$ cat src/hw/uacm_pkg.sv
/*
 * uacm_pkg: constants and carrier types for the UART control-option,
 * interrupt-gating, infrared-select and multidrop address-compare block.
 * assumes: one clock domain, APB with 32-bit data, byte address = 4 x index.
 */
package uacm_pkg;

    // ------------------------------------------------------------------
    // register indices and byte addresses
    // ------------------------------------------------------------------
    localparam logic [11:0] UACM_IDX_RXDATA = 12'hf40;
    localparam logic [11:0] UACM_IDX_CTL0   = 12'hf42;
    localparam logic [11:0] UACM_IDX_CTL1   = 12'hf43;
    localparam logic [11:0] UACM_IDX_NODE   = 12'hf45;
    localparam logic [11:0] UACM_IDX_BRH    = 12'hf46;
    localparam logic [11:0] UACM_IDX_BRL    = 12'hf47;
    localparam logic [11:0] UACM_IDX_IRQST  = 12'hf50;
    localparam logic [11:0] UACM_IDX_IRQMSK = 12'hf51;

    localparam logic [15:0] UACM_ADDR_RXDATA = {2'b00, UACM_IDX_RXDATA, 2'b00};
    localparam logic [15:0] UACM_ADDR_CTL0   = {2'b00, UACM_IDX_CTL0, 2'b00};
    localparam logic [15:0] UACM_ADDR_CTL1   = {2'b00, UACM_IDX_CTL1, 2'b00};
    localparam logic [15:0] UACM_ADDR_NODE   = {2'b00, UACM_IDX_NODE, 2'b00};
    localparam logic [15:0] UACM_ADDR_BRH    = {2'b00, UACM_IDX_BRH, 2'b00};
    localparam logic [15:0] UACM_ADDR_BRL    = {2'b00, UACM_IDX_BRL, 2'b00};
    localparam logic [15:0] UACM_ADDR_IRQST  = {2'b00, UACM_IDX_IRQST, 2'b00};
    localparam logic [15:0] UACM_ADDR_IRQMSK = {2'b00, UACM_IDX_IRQMSK, 2'b00};

    // ------------------------------------------------------------------
    // reset values and field positions
    // ------------------------------------------------------------------
    localparam logic [7:0]  UACM_RST_CTL0    = 8'h00;
    localparam logic [7:0]  UACM_RST_CTL1    = 8'h00;
    localparam logic [7:0]  UACM_RST_NODE    = 8'h00;
    localparam logic [7:0]  UACM_RST_BRH     = 8'hff;
    localparam logic [7:0]  UACM_RST_BRL     = 8'hff;
    localparam logic [2:0]  UACM_RST_IRQ     = 3'h0;
    localparam int          UACM_CTL0_RXEN   = 6;
    localparam int          UACM_IRQ_DATA    = 0;
    localparam int          UACM_IRQ_ERR     = 1;
    localparam int          UACM_IRQ_TIMER   = 2;
    localparam int          UACM_IRQ_BITS    = 3;

    // multidrop interrupt modes, {ctl1[7], ctl1[5]}
    localparam logic [1:0]  UACM_MP_ALL      = 2'h0;
    localparam logic [1:0]  UACM_MP_ADDR     = 2'h1;
    localparam logic [1:0]  UACM_MP_MATCH    = 2'h2;
    localparam logic [1:0]  UACM_MP_DATA     = 2'h3;

    // ------------------------------------------------------------------
    // carrier types
    // ------------------------------------------------------------------
    typedef struct packed {
        logic mpModeHi;
        logic mpEnable;
        logic mpModeLo;
        logic mpBitTx;
        logic dePolarity;
        logic baudTimerSelect;
        logic dataIrqSuppress;
        logic infraredCodecOn;
    } uacm_ctl1_type;

    typedef struct packed {
        logic       ninth;
        logic [7:0] data;
    } uacm_rxbyte_type;

endpackage : uacm_pkg

$ cat src/hw/uacm_baud_gen.sv
/*
 * uacm_baud_gen: 16-bit down-counting baud divisor with periodic reload.
 * assumes: divisor is held stable by software while it runs; runs every clock.
 */
`timescale 1ns/100ps
module uacm_baud_gen #(
    parameter int WIDTH = 16
) (
    input  wire logic             clk,
    input  wire logic             rst,
    input  wire logic [WIDTH-1:0] reload,
    input  wire logic             restart,
    output logic      [WIDTH-1:0] count,
    output logic                  zeroHit
);

    logic [WIDTH-1:0] count_reg;
    logic [WIDTH-1:0] count_next;

    // a divisor of 1 hits zero every clock; interval = period x divisor
    assign zeroHit = (count_reg == WIDTH'(1)) || (count_reg == '0);
    assign count   = count_reg;

    always_comb begin
        if (restart || zeroHit) begin
            count_next = reload; // [RULE_14]
        end else begin
            count_next = count_reg - WIDTH'(1);
        end
    end

    always_ff @(posedge clk) begin
        if (rst) begin
            count_reg <= '1;
        end else begin
            count_reg <= count_next;
        end
    end
endmodule : uacm_baud_gen

$ cat src/hw/uacm_top.sv
/*
 * uacm_top: baud-timer option, receive interrupt gating, infrared select
 * and multidrop node-address compare for one UART, with an APB slave.
 * assumes: the receiver delivers each byte as a one-cycle rxValid pulse with
 * its ninth bit, errors as a one-cycle rxError pulse; an external codec
 * supplies encoded and decoded serial lines; all inputs synchronous to clk.
 */
// Functional notes
// [RULE_01] rx off, select 0: divisor reads reload
// [RULE_02] rx off, select 1: zero count interrupts
// [RULE_03] rx off, select 1: divisor reads live count
// [RULE_04] rx on: select steers reads only
// [RULE_05] each byte read is live, unlatched
// [RULE_06] suppress 0: data and errors interrupt
// [RULE_07] suppress 1: only errors interrupt
// [RULE_08] codec enable routes serial through infrared
// [RULE_09] compare mode checks every address byte
// [RULE_10] compare mode: irq and avail only on match
// [RULE_11] node match is 8-bit RW, reset zero
// [RULE_12] receiver enable selects select-bit behaviour
// [RULE_13] mode 10 match-through, 11 data only
// [RULE_14] timer reloads at zero, keeps counting
`timescale 1ns/100ps
module uacm_top (
    input  wire logic                       clk,
    input  wire logic                       rst,
    input  wire logic                       psel,
    input  wire logic                       penable,
    input  wire logic                       pwrite,
    input  wire logic [15:0]                paddr,
    input  wire logic [31:0]                pwdata,
    input  wire logic [3:0]                 pstrb,
    output logic      [31:0]                prdata,
    output logic                            pready,
    output logic                            pslverr,
    input  wire logic                       rxValid,
    input  wire uacm_pkg::uacm_rxbyte_type  rxByte,
    input  wire logic                       rxError,
    output logic                            rxEnable,
    output logic                            rxDataAvail,
    input  wire logic                       txRaw,
    input  wire logic                       txEncoded,
    output logic                            pinTxd,
    input  wire logic                       pinRxd,
    input  wire logic                       rxDecoded,
    output logic                            rxSerial,
    output logic                            infraredCodecOn,
    output logic                            irq
);

    // ------------------------------------------------------------------
    // registers and bus decode
    // ------------------------------------------------------------------
    logic [7:0]                  ctl0_reg;
    uacm_pkg::uacm_ctl1_type     ctl1_reg;
    logic [7:0]                  nodeMatch_reg;
    logic [7:0]                  brh_reg;
    logic [7:0]                  brl_reg;
    logic [7:0]                  rxData_reg;
    logic                        rxAvail_reg;
    logic                        matched_reg;
    logic [2:0]                  status_reg;
    logic [2:0]                  status_next;
    logic [2:0]                  mask_reg;
    logic [31:0]                 prdata_reg;
    logic                        pslverr_reg;
    logic                        pinTxd_reg;
    logic                        rxSerial_reg;
    logic                        setupPhase;
    logic                        accessPhase;
    logic                        wrAccess;
    logic                        rdAccess;
    logic                        lane0;
    logic                        mapped;
    logic [31:0]                 readMux;
    logic [15:0]                 baudCount;
    logic                        baudZero;
    logic                        baudRestart;
    logic                        baudRestart_reg;
    logic                        rxOn;
    logic                        liveRead;
    logic                        timerEvent;
    logic [1:0]                  mpMode;
    logic                        isAddr;
    logic                        addrMatch;
    logic                        deliver;
    logic                        acceptByte;
    logic                        dataEvent;
    logic                        errEvent;
    logic [2:0]                  eventSet;
    logic [2:0]                  clearBits;

    assign setupPhase  = psel && !penable;
    assign accessPhase = psel && penable;
    assign wrAccess    = accessPhase && pwrite && !pslverr_reg;
    assign rdAccess    = accessPhase && !pwrite && !pslverr_reg;
    assign lane0       = pstrb[0];
    // every access completes in one access cycle, no wait states
    assign pready      = 1'b1;
    assign pslverr     = psel && penable && pslverr_reg;
    assign prdata      = prdata_reg;

    always_comb begin
        mapped = 1'b1;
        case (paddr)
            uacm_pkg::UACM_ADDR_RXDATA,
            uacm_pkg::UACM_ADDR_CTL0,
            uacm_pkg::UACM_ADDR_CTL1,
            uacm_pkg::UACM_ADDR_NODE,
            uacm_pkg::UACM_ADDR_BRH,
            uacm_pkg::UACM_ADDR_BRL,
            uacm_pkg::UACM_ADDR_IRQST,
            uacm_pkg::UACM_ADDR_IRQMSK: mapped = 1'b1;
            default:                    mapped = 1'b0;
        endcase
    end

    // ------------------------------------------------------------------
    // control registers
    // ------------------------------------------------------------------
    // software must not rewrite the controls while the uart runs; no guard here
    always_ff @(posedge clk) begin
        if (rst) begin
            ctl0_reg <= uacm_pkg::UACM_RST_CTL0;
            ctl1_reg <= uacm_pkg::UACM_RST_CTL1;
            mask_reg <= uacm_pkg::UACM_RST_IRQ;
        end else if (wrAccess && lane0) begin
            if (paddr == uacm_pkg::UACM_ADDR_CTL0) begin
                ctl0_reg <= pwdata[7:0];
            end
            if (paddr == uacm_pkg::UACM_ADDR_CTL1) begin
                ctl1_reg <= pwdata[7:0];
            end
            if (paddr == uacm_pkg::UACM_ADDR_IRQMSK) begin
                mask_reg <= pwdata[2:0];
            end
        end
    end

    always_ff @(posedge clk) begin
        if (rst) begin
            nodeMatch_reg <= uacm_pkg::UACM_RST_NODE; // [RULE_11]
        end else if (wrAccess && lane0 && paddr == uacm_pkg::UACM_ADDR_NODE) begin
            nodeMatch_reg <= pwdata[7:0]; // [RULE_11]
        end
    end

    always_ff @(posedge clk) begin
        if (rst) begin
            brh_reg <= uacm_pkg::UACM_RST_BRH;
            brl_reg <= uacm_pkg::UACM_RST_BRL;
        end else if (wrAccess && lane0) begin
            if (paddr == uacm_pkg::UACM_ADDR_BRH) begin
                brh_reg <= pwdata[7:0];
            end
            if (paddr == uacm_pkg::UACM_ADDR_BRL) begin
                brl_reg <= pwdata[7:0];
            end
        end
    end

    // ------------------------------------------------------------------
    // baud generator and timer use
    // ------------------------------------------------------------------
    assign rxOn        = ctl0_reg[uacm_pkg::UACM_CTL0_RXEN]; // [RULE_12]
    assign rxEnable    = rxOn;
    assign liveRead    = ctl1_reg.baudTimerSelect; // [RULE_01] [RULE_03] [RULE_04]
    // restart one edge after a divisor write, once the new byte is stored;
    // restarting on the write edge itself would load the old divisor
    always_ff @(posedge clk) begin
        if (rst) begin
            baudRestart_reg <= 1'b0;
        end else begin
            baudRestart_reg <= wrAccess && lane0
                && (paddr == uacm_pkg::UACM_ADDR_BRH || paddr == uacm_pkg::UACM_ADDR_BRL);
        end
    end
    assign baudRestart = baudRestart_reg;
    // the counter only interrupts in timer use, never while receiving
    assign timerEvent  = baudZero && !rxOn && ctl1_reg.baudTimerSelect; // [RULE_02] [RULE_04]

    uacm_baud_gen #(
        .WIDTH (16)
    ) u_baud (
        .clk     (clk),
        .rst     (rst),
        .reload  ({brh_reg, brl_reg}),
        .restart (baudRestart),
        .count   (baudCount),
        .zeroHit (baudZero)
    );

    // ------------------------------------------------------------------
    // receive path: multidrop compare and interrupt gating
    // ------------------------------------------------------------------
    assign mpMode     = {ctl1_reg.mpModeHi, ctl1_reg.mpModeLo};
    assign isAddr     = ctl1_reg.mpEnable && rxByte.ninth;
    assign addrMatch  = rxByte.data == nodeMatch_reg; // [RULE_11]
    assign acceptByte = rxValid && rxOn;

    always_comb begin
        deliver = 1'b1;
        if (ctl1_reg.mpEnable) begin
            case (mpMode)
                uacm_pkg::UACM_MP_ALL:   deliver = 1'b1;
                uacm_pkg::UACM_MP_ADDR:  deliver = isAddr;
                uacm_pkg::UACM_MP_MATCH: deliver = isAddr ? addrMatch : matched_reg; // [RULE_13]
                uacm_pkg::UACM_MP_DATA:  deliver = !isAddr && matched_reg; // [RULE_13]
                default:                 deliver = 1'b1;
            endcase
        end
    end

    // in compare modes nothing lands unless the node matched
    assign dataEvent = acceptByte && deliver && !ctl1_reg.dataIrqSuppress; // [RULE_06] [RULE_07] [RULE_10]
    assign errEvent  = rxError && rxOn; // [RULE_06] [RULE_07]

    always_ff @(posedge clk) begin
        if (rst) begin
            matched_reg <= 1'b0;
        end else if (acceptByte && isAddr && ctl1_reg.mpModeHi) begin
            matched_reg <= addrMatch; // [RULE_09]
        end
    end

    always_ff @(posedge clk) begin
        if (rst) begin
            rxData_reg <= 8'h00;
        end else if (acceptByte && (deliver || !ctl1_reg.mpModeHi)) begin
            rxData_reg <= rxByte.data;
        end
    end

    // set wins over the clear that a data read makes
    always_ff @(posedge clk) begin
        if (rst) begin
            rxAvail_reg <= 1'b0;
        end else if (acceptByte && (deliver || !ctl1_reg.mpModeHi)) begin
            rxAvail_reg <= 1'b1; // [RULE_10]
        end else if (rdAccess && paddr == uacm_pkg::UACM_ADDR_RXDATA) begin
            rxAvail_reg <= 1'b0;
        end
    end
    assign rxDataAvail = rxAvail_reg;

    // ------------------------------------------------------------------
    // interrupt status and output
    // ------------------------------------------------------------------
    always_comb begin
        eventSet                            = 3'h0;
        eventSet[uacm_pkg::UACM_IRQ_DATA]   = dataEvent;
        eventSet[uacm_pkg::UACM_IRQ_ERR]    = errEvent;
        eventSet[uacm_pkg::UACM_IRQ_TIMER]  = timerEvent;
        clearBits = (wrAccess && lane0 && paddr == uacm_pkg::UACM_ADDR_IRQST) ? pwdata[2:0] : 3'h0;
        status_next = (status_reg & ~clearBits) | eventSet;
    end

    always_ff @(posedge clk) begin
        if (rst) begin
            status_reg <= uacm_pkg::UACM_RST_IRQ;
        end else begin
            status_reg <= status_next;
        end
    end

    assign irq = |(status_reg & mask_reg);

    // ------------------------------------------------------------------
    // serial routing
    // ------------------------------------------------------------------
    always_ff @(posedge clk) begin
        if (rst) begin
            pinTxd_reg   <= 1'b1;
            rxSerial_reg <= 1'b1;
        end else begin
            pinTxd_reg   <= ctl1_reg.infraredCodecOn ? txEncoded : txRaw; // [RULE_08]
            rxSerial_reg <= ctl1_reg.infraredCodecOn ? rxDecoded : pinRxd; // [RULE_08]
        end
    end
    assign pinTxd          = pinTxd_reg;
    assign rxSerial        = rxSerial_reg;
    assign infraredCodecOn = ctl1_reg.infraredCodecOn;

    // ------------------------------------------------------------------
    // read data
    // ------------------------------------------------------------------
    // each half reads the counter as it stands; no high-byte snapshot
    always_comb begin
        readMux = 32'h0;
        case (paddr)
            uacm_pkg::UACM_ADDR_RXDATA: readMux[7:0] = rxData_reg;
            uacm_pkg::UACM_ADDR_CTL0:   readMux[7:0] = ctl0_reg;
            uacm_pkg::UACM_ADDR_CTL1:   readMux[7:0] = ctl1_reg;
            uacm_pkg::UACM_ADDR_NODE:   readMux[7:0] = nodeMatch_reg;
            uacm_pkg::UACM_ADDR_BRH:    readMux[7:0] = liveRead ? baudCount[15:8] : brh_reg; // [RULE_05]
            uacm_pkg::UACM_ADDR_BRL:    readMux[7:0] = liveRead ? baudCount[7:0] : brl_reg; // [RULE_05]
            uacm_pkg::UACM_ADDR_IRQST:  readMux[2:0] = status_reg;
            uacm_pkg::UACM_ADDR_IRQMSK: readMux[2:0] = mask_reg;
            default:                    readMux = 32'h0;
        endcase
    end

    always_ff @(posedge clk) begin
        if (rst) begin
            prdata_reg  <= 32'h0;
            pslverr_reg <= 1'b0;
        end else if (setupPhase) begin
            prdata_reg  <= pwrite ? 32'h0 : readMux;
            pslverr_reg <= !mapped;
        end
    end
endmodule : uacm_top

$ cat config.mk
export PLATFORM = sky130hd
export DESIGN_NAME = uacm_top
export DESIGN_NICKNAME = d
export VERILOG_FILES = /design/src/hw/uacm_pkg.sv /design/src/hw/uacm_baud_gen.sv /design/src/hw/uacm_top.sv
export SDC_FILE = /design/constraint.sdc
export NUM_CORES = 1
export LEC_CHECK = 0
export BUFFER_PORTS_ARGS = -buffer_cell sky130_fd_sc_hd__buf_2
export CAP_MARGIN = 20
export CORE_MARGIN = 2
export CORE_UTILIZATION = 49
export DETAILED_ROUTE_END_ITERATION = 10
export PLACE_DENSITY_LB_ADDON = 0.3
export REMOVE_ABC_BUFFERS = 1
export SYNTH_ARGS = -nofsm -noshare
export SYNTH_HDL_FRONTEND = slang
export SYNTH_HIERARCHICAL = 1
export SYNTH_SLANG_ARGS = --single-unit
export TNS_END_PERCENT = 30
$ cat constraint.sdc
create_clock -name clk -period 2 [get_ports clk]
set_clock_uncertainty 0.2 [all_clocks]
set_input_delay 0.1 -clock clk [delete_from_list [all_inputs] [get_ports clk]]
set_output_delay 0.1 -clock clk [all_outputs]
set_load 0.1 [all_outputs]
==> flow_metrics.tcl, run 1 <==
set metrics [dict create \
    run_status "finished clean" \
    avgSynthCellArea_sq_um 9.206 \
    ioPinCount 112 \
    worst_path_largest_cell_delay_ns 0.58 \
    min_path_type "in -> reg" \
    tritoncts "built" \
    n_antenna_cell 0 \
    synth-compound-area-share 0.1240 \
    required_ns 2.08 \
    muxShareOfSynthArea 0.1341 \
    path_buf_inv 0 \
    crit_top_cell "or4_4" \
    p_switching_mw 1.064 \
    antenna_found_initial 0 \
    fp.dieW_um 102.3 \
    arrival_ns 2.07 \
    synth_fa_ha_area_frac 0.005288 \
    max-vdd-ir-drop_v 0.0002757 \
    clock-sinks 84 \
    dieArea_sq_um 10460 \
    grtUsageTotal 0.2420 \
    final_critical_path_setup_slack_ns 0.01312 \
    clockBufferDepth 2 \
    placed_area_sq_um 5329 \
    drv_slew 0 \
    leakagePower_nw 2.442 \
    dr.pass1.iters 5 \
    power_frac_comb 0.177 \
    viasPerCell 5.412 \
    synthXorXnorAreaFrac 0.04072 \
    critical-path-top-delay-family "simple AND/OR/NAND/NOR gates" \
    clkTransAtPathRegs_ns 0.08 \
    wirelength_mm 12.28 \
    clkPwrFrac 0.319 \
    maxCapViolCount 0 \
    num_rows 35 \
    crit_type "reg -> reg" \
    ys_warn_count 6 \
    min_period_ns 1.987 \
    place_inst 716 \
    worstPathCellList "or4_4, or4_4, xor2_1, a22oi_2" \
    num_vias 4113 \
    die_y_um 102.3 \
    finalCritPeriodShare 0.9934 \
    routedWlPerCell_um 16.16 \
    power.share.sequential 0.504 \
    grt_overflow_total 0 \
    syn_area_sq_um 4732 \
    total_power_mw 3.365 \
    final-setup-viol-count 0 \
    hpwl_mm 8.812 \
    cp_max_fo 5 \
    cts.htree.levels 3 \
    ys_async_sr_fraction 0 \
    syn_to_final_growth_pct 23.27 \
    gp_congestion 0.8858 \
    dp_slack_ns -0.02532 \
    powerDensity_nw_per_um2 576.9 \
    relSlewSlack 0.6154 \
    setup_tns_ns 0 \
    fin_util 0.6283 \
    switching_share 0.3163 \
    endpoint_kind "flip-flop" \
    initial_core_util 0.5097 \
    hold_ws_ns 0.02124 \
    cts_inserted_buffers 9 \
    cp_slowest_cell "or4_4" \
    clock_latency_ns 0.36 \
    largest_reg_flops 16 \
    tightest_slew_ns 0.5769 \
    synthFlopType "dfxtp_1" \
    drt_iter0_drc 168 \
    final_area_sq_um 5833 \
    fillers 828 \
    startpoint_type "flip-flop" \
    grt_pass1_wl_mm 19.58 \
    synth_edf_count 0 \
    grt_pass1_vias 3979 \
    final_hold_viol_count 0 \
    antenna_left 0 \
    root_buffer "clkbuf_8" \
    route.detailed.drc 0 \
    grt_max_degree 29 \
    p_int_mw 2.301 \
    stdcell_count 760 \
    layout.nets 700 \
    synth-seq-area-share 0.3554 \
    synthSimpleGateAreaFrac 0.2578 \
    drive_gt1_frac 0.2742 \
    synth_top_family_by_area "simple AND/OR/NAND/NOR gates" \
    synth_cell_types 70 \
    synth-seq-cells 84 \
    port_buffers 59 \
    clock.fmax_mhz 503.3 \
    grt_setup_unrepaired "yes" \
    synthCells 514 \
    coreArea_sq_um 9284 \
]
==> final timing paths <==
kind                               from  cells after the start  slack (ns)                          end
max          u_baud/count[8]$_SDFF_PP1_                      4        0.01  u_baud/count[12]$_SDFF_PP1_
min                           rxByte[8]                      4        0.02     matched_reg$_SDFFE_PP0P_
max reg2reg  u_baud/count[8]$_SDFF_PP1_                      4        0.01  u_baud/count[12]$_SDFF_PP1_
min reg2reg      prdata[0]$_SDFFE_PP0P_                      2        0.26       prdata[0]$_SDFFE_PP0P_
==> cells in the mapped netlist (2+ instances only) <==
cell	n	share of area
xnor2_1	6	0.011
nand2_1	31	0.025
or2_2	2	0.0026
nor4_4	2	0.0090
mux2_2	3	0.0071
nor4_1	7	0.0093
mux2i_1	42	0.089
clkbuf_8	2	0.0058
nor2b_1	13	0.017
ha_1	2	0.0053
or4_4	3	0.0071
and4_1	3	0.0056
buf_6	4	0.0095
a211o_1	18	0.033
nor4bb_1	2	0.0042
a22oi_1	14	0.022
xor2_1	16	0.030
and3_1	13	0.017
inv_1	6	0.0048
nand3_1	11	0.012
clkbuf_1	17	0.013
nand4_1	2	0.0026
nor3_2	5	0.011
nor3_1	9	0.0095
buf_2	6	0.0063
nand2b_1	24	0.032
o21ai_1	2	0.0021
or4_1	2	0.0032
mux4_2	8	0.038
nor2_1	61	0.048
nor4b_1	2	0.0037
conb_1	2	0.0016
nand3_2	2	0.0042
buf_4	26	0.041
o21ai_0	16	0.017
a21oi_1	12	0.013
dfxtp_1	84	0.36
a221oi_1	2	0.0037
==> power groups by stage <==
stage                     logic, mW  clock network, mW  registers [mW]
after global placement        0.539                  0            1.73
after global routing          0.629               1.15            1.70
after detailed placement      0.546                  0            1.74
after CTS                     0.585               1.10            1.70
final                         0.596               1.07            1.70
after floorplan               0.310                  0            1.79
==> layout by cell type (no fill, tap or decap), drive strengths merged, types with 3 or more instances in the layout <==
master and n:
nor2b 13, o21ai 18, nor4 10, nand3 13, nand2 31, xnor2 6
and3 13, nor3 14, mux2 3, nor2 63, mux2i 42, a22oi 15
nand2b 24, a211o 18, inv 7, a21oi 12, a31o 3, clkinvlp 3
mux4 8, buf 107, dfxtp 84, dlygate4sd3 25, conb 25, and4 3
clkbuf 11, or4 5, nor4b 3, xor2 16
==> per-layer routing <==
metal	wire, um	vias to the layer above	track usage	part of all wire
met3	487	9	0.04241	0.040
li1	-	2021	-	-
met2	6002	86	0.4200	0.49
met1	5677	1997	0.3119	0.46
met4	113	0	0.06256	0.0092
met5	0	-	0	0
==> tightest hold or removal path, cell delays in order <==
cell and delay, ns:
buf_2 0.12, nand3_1 0.12, or3_1 0.12, a21oi_1 0.06
==> cells by family (layout without fill, tap and decap cells) <==
family,after synthesis,in the layout
compound gates,80,81
xor+xnor,22,22
fa+ha+maj,2,2
buf+inv,61,154
flops,84,84
mux,53,53
other cells,2,25
simple gates,210,210
==> cell type report <==
cell class                      count  area, sq um  share of cell area
Clock buffer                       11        131.4             0.02252
Clock inverter                      5        36.28            0.006221
Inverter                            6        22.52            0.003861
Multi-Input combinational cell    393         2823              0.4839
Sequential cell                    84         1683              0.2885
Tap cell                          129        161.4             0.02767
Timing Repair Buffer              132        975.9              0.1673
==> what timing repair did <==
item / 4_1_cts / 5_1_grt
buffers inserted: 1 / 1
resized for setup: 1 / 13
hold buffers: 25 / 0
setup endpoints to repair: 6 / 28
endpoints found under the hold margin: 59 / 0
gates cloned: 1 / 0
pin swaps: 1 / 6
Note: power is estimated with default switching activity, not from simulation.
==> inputs of run 2 (changes only) <==
--- a/config.mk
+++ b/config.mk
@@ -8,4 +8,5 @@
 export BUFFER_PORTS_ARGS = -buffer_cell sky130_fd_sc_hd__buf_2
 export CAP_MARGIN = 20
+export CORE_ASPECT_RATIO = 0.9
 export CORE_MARGIN = 2
 export CORE_UTILIZATION = 49
==> constraint.sdc (replaced) <==
create_clock -name clk -period 2 [get_ports clk]
set_clock_uncertainty 0.2 [all_clocks]
set_input_delay 0.2 -clock clk [delete_from_list [all_inputs] [get_ports clk]]
set_output_delay 0.2 -clock clk [all_outputs]
set_load 0.1 [all_outputs]
==> flow_metrics.tcl, run 2 (synthesized netlist as in run 1, its figures left out) <==
set metrics [dict create \
    dieArea_sq_um 10460 \
    viasPerCell 5.463 \
    grt_setup_unrepaired "yes" \
    critical-path-top-delay-family "simple AND/OR/NAND/NOR gates" \
    leakagePower_nw 2.522 \
    path_buf_inv 0 \
    root_buffer "clkbuf_8" \
    clkTransAtPathRegs_ns 0.10 \
    antenna_left 0 \
    clock.fmax_mhz 501.4 \
    placed_area_sq_um 5418 \
    run_status "finished clean" \
    fp.dieW_um 107.6 \
    reg2reg_depth 4 \
    crit_end "u_baud/count[12]$_SDFF_PP1_" \
    final-setup-viol-count 0 \
    port_buffers 59 \
    coreArea_sq_um 9529 \
    layout.nets 708 \
    grtUsageTotal 0.2422 \
    mostFrequentLayoutCell "dfxtp_1" \
    min_period_ns 1.994 \
    initial_core_util 0.4966 \
    dr.pass1.iters 5 \
    relSlewSlack 0.5209 \
    required_ns 2.10 \
    cts_inserted_buffers 9 \
    finalCritPeriodShare 0.9972 \
    num_vias 4179 \
    startpoint_type "flip-flop" \
    final_cell_mix "dfxtp_1 (80), nor2_1 (59), buf_2 (59)" \
    startpoint "u_baud/count[6]$_SDFF_PP1_" \
    grt_overflow_total 0 \
    n_antenna_cell 0 \
    maxCapViolCount 0 \
    ioPinCount 112 \
    tightest_slew_ns 0.7187 \
    final_area_sq_um 5974 \
    grt_max_degree 35 \
    max-vdd-ir-drop_v 0.0003956 \
    worstPathCellList "or4_4, or4_4, xor2_1, a22oi_2" \
    grt_pass1_vias 3960 \
    wirelength_mm 12.63 \
    fin_util 0.6270 \
    cp_slowest_cell "or4_4" \
    arrival_ns 2.09 \
    cts.htree.levels 3 \
    route.detailed.drc 0 \
    endpoint_kind "flip-flop" \
    regToRegSetupSlack_ns 0.006 \
    crit_type "reg -> reg" \
    num_rows 34 \
    largest_reg_flops 16 \
    tritoncts "built" \
    crit_top_cell "or4_4" \
    antenna_found_initial 0 \
    clockBufferDepth 2 \
    cp_max_fo 4 \
    die_y_um 97.23 \
    drt_iter0_drc 219 \
    gp_congestion 0.9113 \
    drive_gt1_frac 0.3005 \
    grt_pass1_wl_mm 20.01 \
    clock-sinks 84 \
    final_hold_viol_count 0 \
    routedWlPerCell_um 16.51 \
    powerDensity_nw_per_um2 586.8 \
    rr_endpoint "u_baud/count[12]$_SDFF_PP1_" \
    clock_latency_ns 0.36 \
    drv_slew 0 \
    worst_path_largest_cell_delay_ns 0.57 \
    min_path_type "in -> reg" \
    syn_to_final_growth_pct 26.26 \
    cp.depth 4 \
    timing.rr.start "u_baud/count[6]$_SDFF_PP1_" \
    hpwl_mm 8.991 \
]
==> run 2: what timing repair did <==
item | in CTS | in global routing
endpoints found under the hold margin | 42 | 0
hold buffers | 21 | 0
cloned | 1 | 1
pin swaps | 2 | 9
gates resized for setup | 1 | 19
setup buffers | 3 | 1
endpoints found under the setup margin | 14 | 24
==> run 2: worst register-to-register path: cells and delay by family (launching register included) <==
family / cells / cell delay, ns
AND/OR/NAND/NOR: 2 / 1.08
XOR/XNOR: 1 / 0.16
flip-flops: 1 / 0.32
AO/OA/AOI/OAI: 1 / 0.17
==> run 2: metrics by stage <==
stage | setup slack, ns | instances | hold slack [ns] | TNS [ns] | power [mW]
floorplan | -0.8236 | 482 | 0.06907 | -9.691 | 2.097
global placement | -0.07401 | 722 | 0.2091 | -0.7008 | 2.283
detailed placement | -0.09205 | 722 | 0.2167 | -0.7976 | 2.293
CTS | -0.004406 | 763 | 0.04275 | -0.004406 | 3.520
global route | -0.06440 | 765 | 0.07489 | -0.3847 | 3.630
finish | 0.005619 | 765 | 0.04638 | 0 | 3.506
==> run 2: how the worst min path moves through the flow <==
stage / startpoint / endpoint / slack, ns / cells after the start
detailed placement: txEncoded / pinTxd$_SDFF_PP1_ / 0.22 / 2
CTS: penable / pslverr_reg$_SDFFE_PP0P_ / 0.04 / 4
global placement: rxDecoded / rxSerial$_SDFF_PP1_ / 0.21 / 2
finish: penable / pslverr_reg$_SDFFE_PP0P_ / 0.05 / 4
floorplan: rst / matched_reg$_SDFFE_PP0P_ / 0.07 / 1
global route: penable / pslverr_reg$_SDFFE_PP0P_ / 0.07 / 4
==> run 2: power breakdown <==
| part | switching [mW] | leakage [nW] | internal, mW |
|---|---|---|---|
| Sequential | 0.0114 | 0.680 | 1.69 |
| Combinational | 0.435 | 1.74 | 0.163 |
| Clock | 0.673 | 0.102 | 0.538 |
| Total | 1.12 | 2.52 | 2.39 |
==> run 2: area by class of cell <==
class	count	area [sq um]
sequential	84	1687
clock buffer	11	151.4
multi-input combinational	393	2849
timing repair buffer	140	1065
tap	126	157.7
clock inverter	5	42.54
inverter	6	22.52
fill	811	3555
==> run 2: layer usage <==
layer	global-route usage	wire (um)
met1	0.3297	5721
met2	0.3972	5949
met3	0.04896	804
met4	0.05227	155
met5	0	0
==> inputs of run 3 (changes only) <==
Settings changed: CORE_UTILIZATION 49 to 48, SYNTH_HIERARCHICAL 1 to default.
==> flow_metrics.tcl, run 3 <==
set metrics [dict create \
    run_status "finished with violations" \
    violations "setup timing" \
    gp_congestion 0.9366 \
    relSlewSlack 0.6443 \
    drv_slew 0 \
    final_cell_mix "nand2_1 (82), dfxtp_1 (77), buf_2 (59)" \
    muxShareOfSynthArea 0.1718 \
    maxCapViolCount 0 \
    crit_type "reg -> reg" \
    avgSynthCellArea_sq_um 8.994 \
    synthTopCellsByCount "dfxtp_1 (84), nand2_1 (82), mux2i_1 (53), nor2_1 (36), buf_4 (26)" \
    final-setup-viol-count 16 \
    cts.htree.levels 3 \
    syn_to_final_growth_pct 26.03 \
    ys_async_sr_fraction 0 \
    yosys.area.top_type "dfxtp_1" \
    synthCells 489 \
    tightest_slew_ns 0.5335 \
    switching_share 0.2904 \
    largest_reg_flops 16 \
    worstPathCellList "or4_4, nor4_4, a31o_4, buf_6, o211ai_1" \
    n_antenna_cell 0 \
    hpwl_mm 8.380 \
    cp_max_fo 8 \
    fp.dieW_um 104.9 \
    synth-seq-area-share 0.3824 \
    die_y_um 94.81 \
    initial_core_util 0.4886 \
    min_path_type "in -> reg" \
    grt_pass1_wl_mm 17.87 \
    syn_area_sq_um 4398 \
    synthXorXnorAreaFrac 0.03186 \
    coreArea_sq_um 9001 \
    synth_edf_count 0 \
    clock_latency_ns 0.36 \
    mostFrequentLayoutCell "nand2_1" \
    finalCritPeriodShare 1.034 \
    power.share.sequential 0.495 \
    synth-compound-area-share 0.1238 \
    grt_pass1_vias 3722 \
    p_int_mw 2.412 \
    grtUsageTotal 0.2280 \
    final_critical_path_setup_slack_ns -0.06781 \
    grt_max_degree 30 \
    max-vdd-ir-drop_v 0.0003878 \
    dr.pass1.iters 5 \
    power_frac_comb 0.145 \
    clkTransAtPathRegs_ns 0.08 \
    synth-seq-cells 84 \
    ys_warn_count 0 \
    route.detailed.drc 0 \
    num_vias 4030 \
    antenna_found_initial 0 \
    p_switching_mw 0.9873 \
    powerDensity_nw_per_um2 613.2 \
    worst_path_largest_cell_delay_ns 0.57 \
    synth_fa_ha_area_frac 0.005690 \
    yosysMostFrequentCell "dfxtp_1" \
    cp_slowest_cell "or4_4" \
    grt_overflow_total 0 \
    endpoint_kind "flip-flop" \
    num_rows 33 \
    viasPerCell 5.498 \
    drt_iter0_drc 229 \
    critical-path-top-delay-family "simple AND/OR/NAND/NOR gates" \
    drive_gt1_frac 0.2635 \
    leakagePower_nw 2.166 \
    synthFlopType "dfxtp_1" \
    cts_inserted_buffers 9 \
    required_ns 2.01 \
    clockBufferDepth 2 \
    setup_tns_ns -0.5664 \
    dieArea_sq_um 9946 \
    grt_setup_unrepaired "yes" \
    layout.nets 680 \
    clock.fmax_mhz 483.6 \
    ioPinCount 112 \
    clkPwrFrac 0.360 \
    antenna_left 0 \
    routedWlPerCell_um 15.69 \
    path_buf_inv 1 \
    synth_top_family_by_area "simple AND/OR/NAND/NOR gates" \
    clock-sinks 84 \
    wirelength_mm 11.50 \
    synthDominantCellAreaShare 0.3824 \
    synth.area.top_cells "dfxtp_1 (38%), mux2i_1 (12%), nand2_1 (7.0%), buf_4 (4.4%), mux4_2 (4.1%)" \
    total_power_mw 3.399 \
    root_buffer "clkbuf_8" \
    port_buffers 59 \
    tritoncts "built" \
    arrival_ns 2.08 \
    min_period_ns 2.068 \
    final_hold_viol_count 0 \
    startpoint_type "flip-flop" \
    synthSimpleGateAreaFrac 0.2077 \
    synth_cell_types 58 \
]
-- run 3: cell types whose count changed in the layout (fill, tap and decap cells not counted), moves of 6 or more --
cell      before  now
nor2_1        59   35
xor2_1        15    9
mux2i_1       42   53
a22oi_1       11    3
and3_1        13    3
nor2b_1       13    3
o211ai_1       0   11
a211o_1       18    1
nand3_1       11    4
nand2_1       30   82
nand2b_1      24    2
buf_4         51   43
-- run 3: logic make-up (layout without fill, tap and decap cells) --
family                     Yosys count  after routing
adders and majority gates            2              2
DFF                                 84             84
muxes                               65             65
other                                2             25
buffers and inverters               56            155
xor gates and xnor gates            16             16
and+or+nand+nor                    183            183
AOI/OAI and AO/OA                   81             81
-- run 3: cell type report --
type | instances | area [sq um]
Clock inverter | 3 | 46.29
Sequential cell | 84 | 1693
Fill cell | 769 | 3458
Multi-Input combinational cell | 372 | 2541
Inverter | 9 | 33.78
Clock buffer | 13 | 148.9
Timing Repair Buffer | 130 | 927.1
Tap cell | 122 | 152.6
-- run 3: tightest hold or removal path, stage by stage --
cell and delay [ns]:
buf_2 0.11, nor2b_1 0.13, nor2_1 0.09, nor3_1 0.06
-- run 3: power by group through the flow --
stage | logic [mW] | registers, mW | clock network, mW
final | 0.492 | 1.68 | 1.22
after global routing | 0.517 | 1.68 | 1.29
after CTS | 0.483 | 1.68 | 1.23
after detailed placement | 0.447 | 1.72 | 0
after global placement | 0.443 | 1.72 | 0
after floorplan | 0.285 | 1.74 | 0
-- run 3: metal layers --
| metal | vias up | share of wire | GRT usage |
|---|---|---|---|
| li1 | 1949 | - | - |
| met1 | 1895 | 0.47 | 0.3031 |
| met2 | 161 | 0.44 | 0.3718 |
| met3 | 25 | 0.063 | 0.04693 |
| met4 | 0 | 0.019 | 0.07778 |
| met5 | - | 0 | 0 |
-- run 3: repair_timing --
action                                  4_1_cts  5_1_grt
endpoints found under the hold margin        42        0
gates resized for setup                       4       26
cloned                                        0        1
endpoints found under the setup margin       11       35
hold buffers                                 22        0
buffers inserted                              1        4
pin swaps                                     1       16
-- run 3: worst paths after layout --
| kind | startpoint | endpoint | slack, ns | cells after the start |
|---|---|---|---|---|
| setup / recovery | u_baud.count[9]$_SDFF_PP1_ | u_baud.count[2]$_SDFF_PP1_ | -0.07 | 5 |
| hold / removal | psel | pslverr_reg$_SDFFE_PP0P_ | 0.07 | 4 |
| setup reg to reg | u_baud.count[9]$_SDFF_PP1_ | u_baud.count[2]$_SDFF_PP1_ | -0.07 | 5 |
| hold reg to reg | prdata[6]$_SDFFE_PP0P_ | prdata[6]$_SDFFE_PP0P_ | 0.25 | 2 |
-- run 3: through the flow --
stage	cells	cell area (sq um)	hold slack (ns)	setup WS [ns]	util
CTS	729	5424	0.06250	0.002181	0.6026
detailed placement	690	4991	0.2282	-0.01373	0.5545
floorplan	465	4188	0.06907	-0.8269	-
global route	733	5543	0.1031	-0.1647	0.6158
finish	733	5543	0.07163	-0.06781	0.6158
global placement	690	4991	0.2182	0.005828	0.5545
